## src/verilog/uart_mode_pkg.sv

```systemverilog
// package: register map, field layout and carriers for the serial port mode block
package uart_mode_pkg;

   localparam logic [11:0] mode_offset = 12'h000;
   localparam logic [11:0] status_offset = 12'h004;
   localparam logic [31:0] mode_write_mask = 32'h0000_bbff;
   localparam logic [31:0] mode_reset = 32'h0000_0000;
   localparam logic [31:0] read_zero = 32'h0000_0000;

   localparam int port_enable_bit = 15;
   localparam int stop_in_idle_bit = 13;
   localparam int infrared_bit = 12;
   localparam int request_mode_bit = 11;
   localparam int pin_usage_lo = 8;
   localparam int wake_bit = 7;
   localparam int loopback_bit = 6;

   localparam logic [1:0] usage_tx_rx = 2'h0;
   localparam logic [1:0] usage_rts = 2'h1;
   localparam logic [1:0] usage_cts_rts = 2'h2;
   localparam logic [1:0] usage_bclk = 2'h3;

   typedef enum {
      bus_idle,
      bus_access
   } bus_state_t;

   // decoded mode fields
   typedef struct packed {
      logic port_enable;
      logic stop_in_idle;
      logic infrared_codec_enable;
      logic request_pin_mode;
      logic [1:0] pin_usage_select;
      logic wake_enable;
      logic loopback_select;
   } mode_fields_t;

   // which pins the serial port owns
   typedef struct packed {
      logic tx;
      logic rx;
      logic cts;
      logic rts;
      logic bclk;
   } pin_owner_t;

endpackage

```

## src/verilog/uart_pin_select.sv

```systemverilog
// pin ownership decode from enable and pin usage field
`timescale 1ns/1ps
module uart_pin_select
   import uart_mode_pkg::*;
(
   // mode
   input wire mode_fields_t mode,
   input wire logic transmit_enable,
   input wire logic routing_override,
   // ownership
   output pin_owner_t owner
);

   always_comb begin
      owner = '0;
      if (mode.port_enable && !routing_override) begin
         owner.tx = transmit_enable;
         owner.rx = 1'b1;
         case (mode.pin_usage_select)
            usage_bclk: begin
               owner.bclk = 1'b1;
            end
            usage_cts_rts: begin
               owner.cts = 1'b1;
               owner.rts = 1'b1;
            end
            usage_rts: begin
               owner.rts = 1'b1;
            end
            default: begin
               owner.cts = 1'b0;
            end
         endcase
      end
   end

endmodule

```

## src/verilog/uart_mode_control.sv

```systemverilog
// serial port mode register, pin muxing and line path control
//
// Added by the designer: the register addresses and the APB slave port.
`timescale 1ns/1ps
module uart_mode_control
   import uart_mode_pkg::*;
(
   // clock and reset
   input wire logic pclk,
   input wire logic presetn,
   // apb slave
   input wire logic psel,
   input wire logic penable,
   input wire logic pwrite,
   input wire logic [11:0] paddr,
   input wire logic [31:0] pwdata,
   output logic [31:0] prdata,
   output logic pready,
   output logic pslverr,
   // device power state and core hooks
   input wire logic device_idle,
   input wire logic device_sleep,
   input wire logic transmit_enable,
   input wire logic routing_override,
   input wire logic core_tx_data,
   input wire logic core_rts_level,
   input wire logic core_bclk,
   // gpio fallback drive
   input wire logic gpio_latch_register_tx,
   input wire logic gpio_latch_register_rts,
   input wire logic gpio_latch_register_bclk,
   input wire logic gpio_direction_out_tx,
   input wire logic gpio_direction_out_rts,
   input wire logic gpio_direction_out_bclk,
   // pins
   input wire logic serial_receive_pin,
   input wire logic clear_to_send_pin_n,
   output logic serial_transmit_pin_o,
   output logic serial_transmit_pin_oe,
   output logic request_to_send_pin_n_o,
   output logic request_to_send_pin_n_oe,
   output logic baud_clock_pin_o,
   output logic baud_clock_pin_oe,
   // to core and system
   output logic core_rx_data,
   output logic core_cts_level,
   output logic gpio_port_register_rx,
   output logic gpio_port_register_cts,
   output logic port_active,
   output logic port_clock_gate,
   output logic infrared_active,
   output logic simplex_mode,
   output logic wake_request,
   output logic loopback_active
);

   ////////////////////////////////////////////////////////////////////////
   typedef struct packed {
      bus_state_t bus;
      logic [31:0] mode;
      logic [31:0] rdata;
      logic ready;
      logic err;
      logic rx_s1;
      logic rx_s2;
      logic cts_s1;
      logic cts_s2;
      logic rx_prev;
      logic tx_o;
      logic tx_oe;
      logic rts_o;
      logic rts_oe;
      logic bclk_o;
      logic bclk_oe;
      logic rx_core;
      logic cts_core;
      logic gpio_rx;
      logic gpio_cts;
      logic active;
      logic clk_gate;
      logic ir;
      logic simplex;
      logic wake;
      logic loop;
   } state_t;

   state_t state;
   state_t next_state;
   mode_fields_t fields;
   pin_owner_t owner;

   assign fields.port_enable = state.mode[port_enable_bit];
   assign fields.stop_in_idle = state.mode[stop_in_idle_bit];
   assign fields.infrared_codec_enable = state.mode[infrared_bit];
   assign fields.request_pin_mode = state.mode[request_mode_bit];
   assign fields.pin_usage_select = state.mode[pin_usage_lo +: 2];
   assign fields.wake_enable = state.mode[wake_bit];
   assign fields.loopback_select = state.mode[loopback_bit];

   uart_pin_select u_pin_select (
      .mode(fields),
      .transmit_enable(transmit_enable),
      .routing_override(routing_override),
      .owner(owner)
   );

   ////////////////////////////////////////////////////////////////////////
   always_comb begin
      logic run;
      logic tx_line;
      logic rx_line;
      logic rx_decoded;
      run = 1'b0;
      tx_line = 1'b0;
      rx_line = 1'b0;
      rx_decoded = 1'b0;
      next_state = state;

      // apb: one wait-free access phase, answered on the first access cycle
      next_state.ready = 1'b0;
      next_state.err = 1'b0;
      case (state.bus)
         bus_idle: begin
            if (psel && !penable) begin
               next_state.bus = bus_access;
               next_state.ready = 1'b1;
               if (!pwrite) begin
                  case (paddr)
                     mode_offset: next_state.rdata = state.mode & mode_write_mask;
                     status_offset: next_state.rdata = {26'h0, state.wake, state.loop,
                        state.simplex, state.ir, state.clk_gate, state.active};
                     default: next_state.rdata = read_zero;
                  endcase
               end
               next_state.err = (paddr != mode_offset) && (paddr != status_offset);
            end
         end
         bus_access: begin
            if (psel && penable && pwrite && paddr == mode_offset) begin
               next_state.mode = pwdata & mode_write_mask;
            end
            next_state.bus = bus_idle;
         end
         default: begin
            next_state.bus = bus_idle;
         end
      endcase

      // synchronisers: only stage two is read
      next_state.rx_s1 = serial_receive_pin;
      next_state.rx_s2 = state.rx_s1;
      next_state.cts_s1 = clear_to_send_pin_n;
      next_state.cts_s2 = state.cts_s1;
      next_state.rx_prev = state.rx_s2;

      run = fields.port_enable && !(fields.stop_in_idle && device_idle);
      next_state.active = run;
      next_state.clk_gate = !run;
      next_state.ir = run && fields.infrared_codec_enable;
      next_state.simplex = fields.request_pin_mode;
      next_state.loop = run && fields.loopback_select;

      // infrared: high data bit idles line low, low data bit gives a pulse
      tx_line = fields.infrared_codec_enable ? !core_tx_data : core_tx_data;
      rx_decoded = fields.infrared_codec_enable ? !state.rx_s2 : state.rx_s2;

      // loopback: transmit pin is held high, data returns inside
      rx_line = fields.loopback_select ? core_tx_data : rx_decoded;
      next_state.rx_core = run ? rx_line : 1'b1;

      next_state.tx_o = owner.tx ? (fields.loopback_select ? 1'b1 : tx_line)
         : gpio_latch_register_tx;
      next_state.tx_oe = owner.tx ? 1'b1 : gpio_direction_out_tx;
      // simplex: rts is a direction level; flow control: ready-to-receive
      next_state.rts_o = owner.rts ? (run ? core_rts_level : 1'b1)
         : gpio_latch_register_rts;
      next_state.rts_oe = owner.rts ? 1'b1 : gpio_direction_out_rts;
      next_state.bclk_o = owner.bclk ? (run && core_bclk) : gpio_latch_register_bclk;
      next_state.bclk_oe = owner.bclk ? 1'b1 : gpio_direction_out_bclk;
      next_state.cts_core = owner.cts ? state.cts_s2 : 1'b0;
      next_state.gpio_rx = state.rx_s2;
      next_state.gpio_cts = state.cts_s2;

      // wake on falling receive edge while asleep; held until sleep ends or wake or port enable is cleared
      if (!device_sleep || !fields.wake_enable || !fields.port_enable) begin
         next_state.wake = 1'b0;
      end
      if (device_sleep && fields.wake_enable && fields.port_enable
          && state.rx_prev && !state.rx_s2) begin
         next_state.wake = 1'b1;
      end
   end

   always_ff @(posedge pclk or negedge presetn) begin
      if (!presetn) begin
         state <= '0;
         state.bus <= bus_idle;
         state.mode <= mode_reset;
         state.rx_s1 <= 1'b1;
         state.rx_s2 <= 1'b1;
         state.rx_prev <= 1'b1;
         state.cts_s1 <= 1'b1;
         state.cts_s2 <= 1'b1;
         state.rx_core <= 1'b1;
         state.clk_gate <= 1'b1;
      end else begin
         state <= next_state;
      end
   end

   ////////////////////////////////////////////////////////////////////////
   assign prdata = state.rdata;
   assign pready = state.ready;
   assign pslverr = state.err;
   assign serial_transmit_pin_o = state.tx_o;
   assign serial_transmit_pin_oe = state.tx_oe;
   assign request_to_send_pin_n_o = state.rts_o;
   assign request_to_send_pin_n_oe = state.rts_oe;
   assign baud_clock_pin_o = state.bclk_o;
   assign baud_clock_pin_oe = state.bclk_oe;
   assign core_rx_data = state.rx_core;
   assign core_cts_level = state.cts_core;
   assign gpio_port_register_rx = state.gpio_rx;
   assign gpio_port_register_cts = state.gpio_cts;
   assign port_active = state.active;
   assign port_clock_gate = state.clk_gate;
   assign infrared_active = state.ir;
   assign simplex_mode = state.simplex;
   assign wake_request = state.wake;
   assign loopback_active = state.loop;

endmodule

```

## config.mk

```make
export PLATFORM = sky130hd
export DESIGN_NAME = uart_mode_control
export DESIGN_NICKNAME = d
export VERILOG_FILES = /design/src/verilog/uart_mode_pkg.sv /design/src/verilog/uart_pin_select.sv /design/src/verilog/uart_mode_control.sv
export SDC_FILE = /design/constraint.sdc
export NUM_CORES = 1
export LEC_CHECK = 0
export ABC_AREA = 1
export BUFFER_PORTS_ARGS = -buffer_cell sky130_fd_sc_hd__buf_2
export CAP_MARGIN = 5
export CORE_ASPECT_RATIO = 1.2
export CORE_MARGIN = 4
export CORE_UTILIZATION = 40
export CTS_BUF_LIST = sky130_fd_sc_hd__clkbuf_4 sky130_fd_sc_hd__clkbuf_8 sky130_fd_sc_hd__clkbuf_16
export DETAILED_ROUTE_END_ITERATION = 12
export HOLD_SLACK_MARGIN = 0.15
export PLACE_DENSITY_LB_ADDON = 0.15
export SLEW_MARGIN = 15
export SYNTH_ARGS = -nofsm -noshare
export SYNTH_HDL_FRONTEND = slang
export SYNTH_HIERARCHICAL = 1
export SYNTH_SLANG_ARGS = --single-unit
```

## constraint.sdc

```tcl
create_clock -name pclk -period 1.95 [get_ports pclk]
set_input_delay 0.39 -clock pclk [delete_from_list [all_inputs] [get_ports pclk]]
set_output_delay 0.39 -clock pclk [all_outputs]
set_load 0.01 [all_outputs]
```

# Word level (Yosys, flattened, before mapping)
# Cells that the tools add are included.
[word_totals] register_bits=85 in_bits=64 elab_cells=91
[classes] eq_ne=7 n_reduce_logical=33 n_bitwise=1 muxes=24
[op_table] cell="$mux W32" count=2
[op_table] cell="$eq A32 B1 Y1 const B" count=1
[op_table] cell="$logic_not A32 Y1" count=1
[op_table] cell="$pmux W16 S2" count=1
[op_table] cell="$mux W1" count=18
[op_table] cell="$logic_and A1 B1 Y1" count=15
[op_table] cell="$eq A12 B3 Y1 const B" count=1
[op_table] cell="$logic_not A12 Y1" count=1
[op_table] cell="$ne A12 B3 Y1 const B" count=1
[op_table] cell="$reduce_bool A12 Y1" count=1
[op_table] cell="$logic_not A1 Y1" count=9
[op_table] cell="$mux W5" count=1
[op_table] cell="$eq A2 B2 Y1 const B" count=2
[op_table] cell="$mux W2" count=2
[op_table] cell="$reduce_and A3 Y1" count=1
[op_table] cell="$eq A2 B1 Y1 const B" count=1
[op_table] cell="$logic_or A1 B1 Y1" count=2
[op_table] cell="$ne A2 B2 Y1 const B" count=1
[op_table] cell="$reduce_and A2 Y1" count=1
[op_table] cell="$reduce_bool A2 Y1" count=1
[op_table] cell="$reduce_or A2 Y1" count=1
[op_table] cell="$not A1 Y1" count=1

# Logic depth before layout (Yosys ltp)
[logic_depth] ltp_word=5 depth_mapped=8

# By module
# The synthesis kept the hierarchy.
[by_module_without_submodules] module="uart_mode_control" instances=1 area_per_inst_um2=2383.5 cells_per_inst=249
[by_module_without_submodules] module="uart_pin_select" instances=1 area_per_inst_um2=68.8 cells_per_inst=13

# Worst setup path after synthesis
# Ideal clock, no wire load.
[synth_path] path_type="input -> register" startpoint="input port paddr[1]" endpoint="register fields[5] (netlist name)" setup_slack_ps=653 setup_ps=117 arrival_ps=1180 required_ps=1833 path_stages=7 cell_sequence="nor2_2 > nand2_2 > nor2_4 > nand3b_4 > buf_6 > nand2_2 > o21ai_2"
[synth_via] elab_chain_cells=3
[synth_rtl] item="from (decl)" line="uart_mode_control.sv:15" rtl="input wire logic [11:0] paddr,"
[synth_rtl] item="$logic_not A12 Y1" line="uart_mode_control.sv:139" rtl="if (psel && penable && pwrite && paddr == mode_offset) begin"
[synth_rtl] item="$logic_and A1 B1 Y1" line="uart_mode_control.sv:139"
[synth_rtl] item="$reduce_and A2 Y1 (no line)"
# No other way between the ends.
# A chain may end at the register's enable or synchronous reset.

# Final worst setup path
[layout_path] startpoint="register state, in the netlist port_clock_gate" endpoint="output port port_clock_gate"
[layout_rtl] item="from (decl)" line="uart_mode_control.sv:87" rtl="state_t state;"
[layout_rtl] item="from (signal assigned)" line="uart_mode_control.sv:207" rtl="state <= next_state;"
[layout_rtl] item="to (decl)" line="uart_mode_control.sv:50" rtl="output logic port_clock_gate,"
# No word-level cell between the ends.

==> impl_metrics.csv <==
group,metric,value,unit
run_status,status,"completed",
floorplanning,num_rows,30,
drt,drt_iter0_drc,125,
sta,setup-violations-final,0,
finish,drive_gt1_frac,0.389,
sta,max_freq,0.731,GHz
critical_path,crit_path_end_kind,"primary output",
synthesis,syn-cell-area,0.00245,mm2
clock_tree,cts_resized,0,
finish,mostFrequentLayoutCells,"buf_2, nand2_1, dfrtp_1",
place,port_buffers,77,
global_route,grt_max_degree,40,
synthesis,syn_inst,261,
synthesis,ys_warn_count,6,
clock_tree,cts.sinks,52,
floorplanning,core,0.00578,mm2
power,leakagePower,1.64,nW
clock_tree,numCtsBuffers,5,
sta,clock_skew,0.00656,ns
critical_path,cp_max_fo,2,
critical_path,critPathArrivalTime,0.98,ns
finish,area_growth,19.8,%
finish,instances_no_fill,412,
critical_path,reg2reg_from,"fields[2]",
clock_tree,h-tree-depth,2,
sta,fin_crit,1.37,ns
drt,wl_per_cell,11.6,um
clock_tree,clock_latency,0.30,ns
power,power_density,763,mW/mm2
hold_path,hp-start,"serial_receive_pin",
place,gp_congestion,0.781,
flow_run,max_cap_viol_count,0,
clock_tree,clk_path_buf_depth,2,
place,post-place-ws,0.357,ns
floorplanning,initial_core_util,0.424,
drt,via_per_inst,4.16,
power,vdd_drop_max,334,uV
critical_path,cp_slowest_stage_delay,0.55,ns
sta,worst_slack,0.583,ns
global_route,overflow,0,
place,hpwl,3740,um
critical_path,cp_top_family,"flip-flops",
sta,rsz0062_at_grt,"false",
finish,final_util,0.508,
sta,tns,0,ns
critical_path,crit_slowest_cell,"dfstp_2",
drt,wl,4770,um
floorplanning,io_pins,114,
critical_path,crit_type,"flop to primary output",
finish,diodes,0,
critical_path,critPathRequiredTime,1.56,ns
global_route,grt_pass1_vias,1587,
place,placed_cells,403,
drt,remaining_drc_errors,0,
clock_tree,clockRootBuffer,"clkbuf_8",
hold_path,hp-class,"primary input to flop",
place,placed_area,0.00277,mm2
global_route,grt_pass1_wl,7360,um
synthesis,syn_avg_cell_area,9.38,um2
sta,drv_slew,0,
floorplanning,die_w,79.4,um
finish,mostFrequentLayoutCell,"buf_2",
global_route,grt_usage,0.129,
clock_tree,clk_pin_slew,0.09,ns
floorplanning,dieArea,0.00744,mm2
power,report.power.total,2.24,mW
drt,via_count,1715,
sta,fin_crit_sh,0.701,
sta,finalHoldViolCount,0,
sta,hold_slack,0.175,ns
critical_path,startpoint,"port_clock_gate",
clock_tree,tritoncts,"done",
drt,first_pass_iters,4,
drt,final_antenna_net_count,0,
critical_path,path_buf_inv,1,
critical_path,path_cells,"buf_2",
global_route,antenna_found_initial,0,
critical_path,start_kind,"flop",
finish,layout.nets,397,
finish,design_area,0.00293,mm2
floorplanning,die_y,93.7,um
## area by class of cell
| class | count | area (um2) |
|---|---|---|
| well taps | 80 | 100 |
| flip-flops and latches | 52 | 1310 |
| clock buffers | 5 | 68.8 |
| fillers | 598 | 2850 |
| inverters | 36 | 135 |
| repair buffers | 82 | 438 |
| clock inverters | 3 | 90.1 |
| multi-input cells | 154 | 792 |
## flip-flops by register name, summed over array words and instances, names as in the netlist, 4 cells and up
register    cells
prdata         14
fields          8
next_state      4
state           8
## report_power, final
| group | switching, mW | internal, mW | total (mW) |
|---|---|---|---|
| sequential | 0.00555 | 1.10 | 1.10 |
| combinational | 0.0901 | 0.0586 | 0.149 |
| clock | 0.344 | 0.641 | 0.985 |
## worst paths after layout
kind | end | cells past startpoint | slack, ns
worst min-delay path | next_state[19] | 1 | 0.18
worst max-delay path | port_clock_gate | 1 | 0.58
max in group asynchronous | port_clock_gate | 3 | 0.86
worst min register to register | next_state[6] | 0 | 0.36
min in group asynchronous | state[87] | 2 | 0.52
worst max register to register | request_to_send_pin_n_oe | 4 | 0.73
## layer usage
layer / vias up / track usage / wire, um
li1: 894 / - / -
met1: 766 / 0.161 / 2060
met2: 51 / 0.214 / 2330
met3: 4 / 0.0355 / 329
met4: 0 / 0.0473 / 53
met5: - / 0 / 0
## timing repair
action                    CTS  global route
hold endpoints to repair   13             0
hold buffers                1             0
setup buffers               0             0
(Power assumes the default switching activity.)
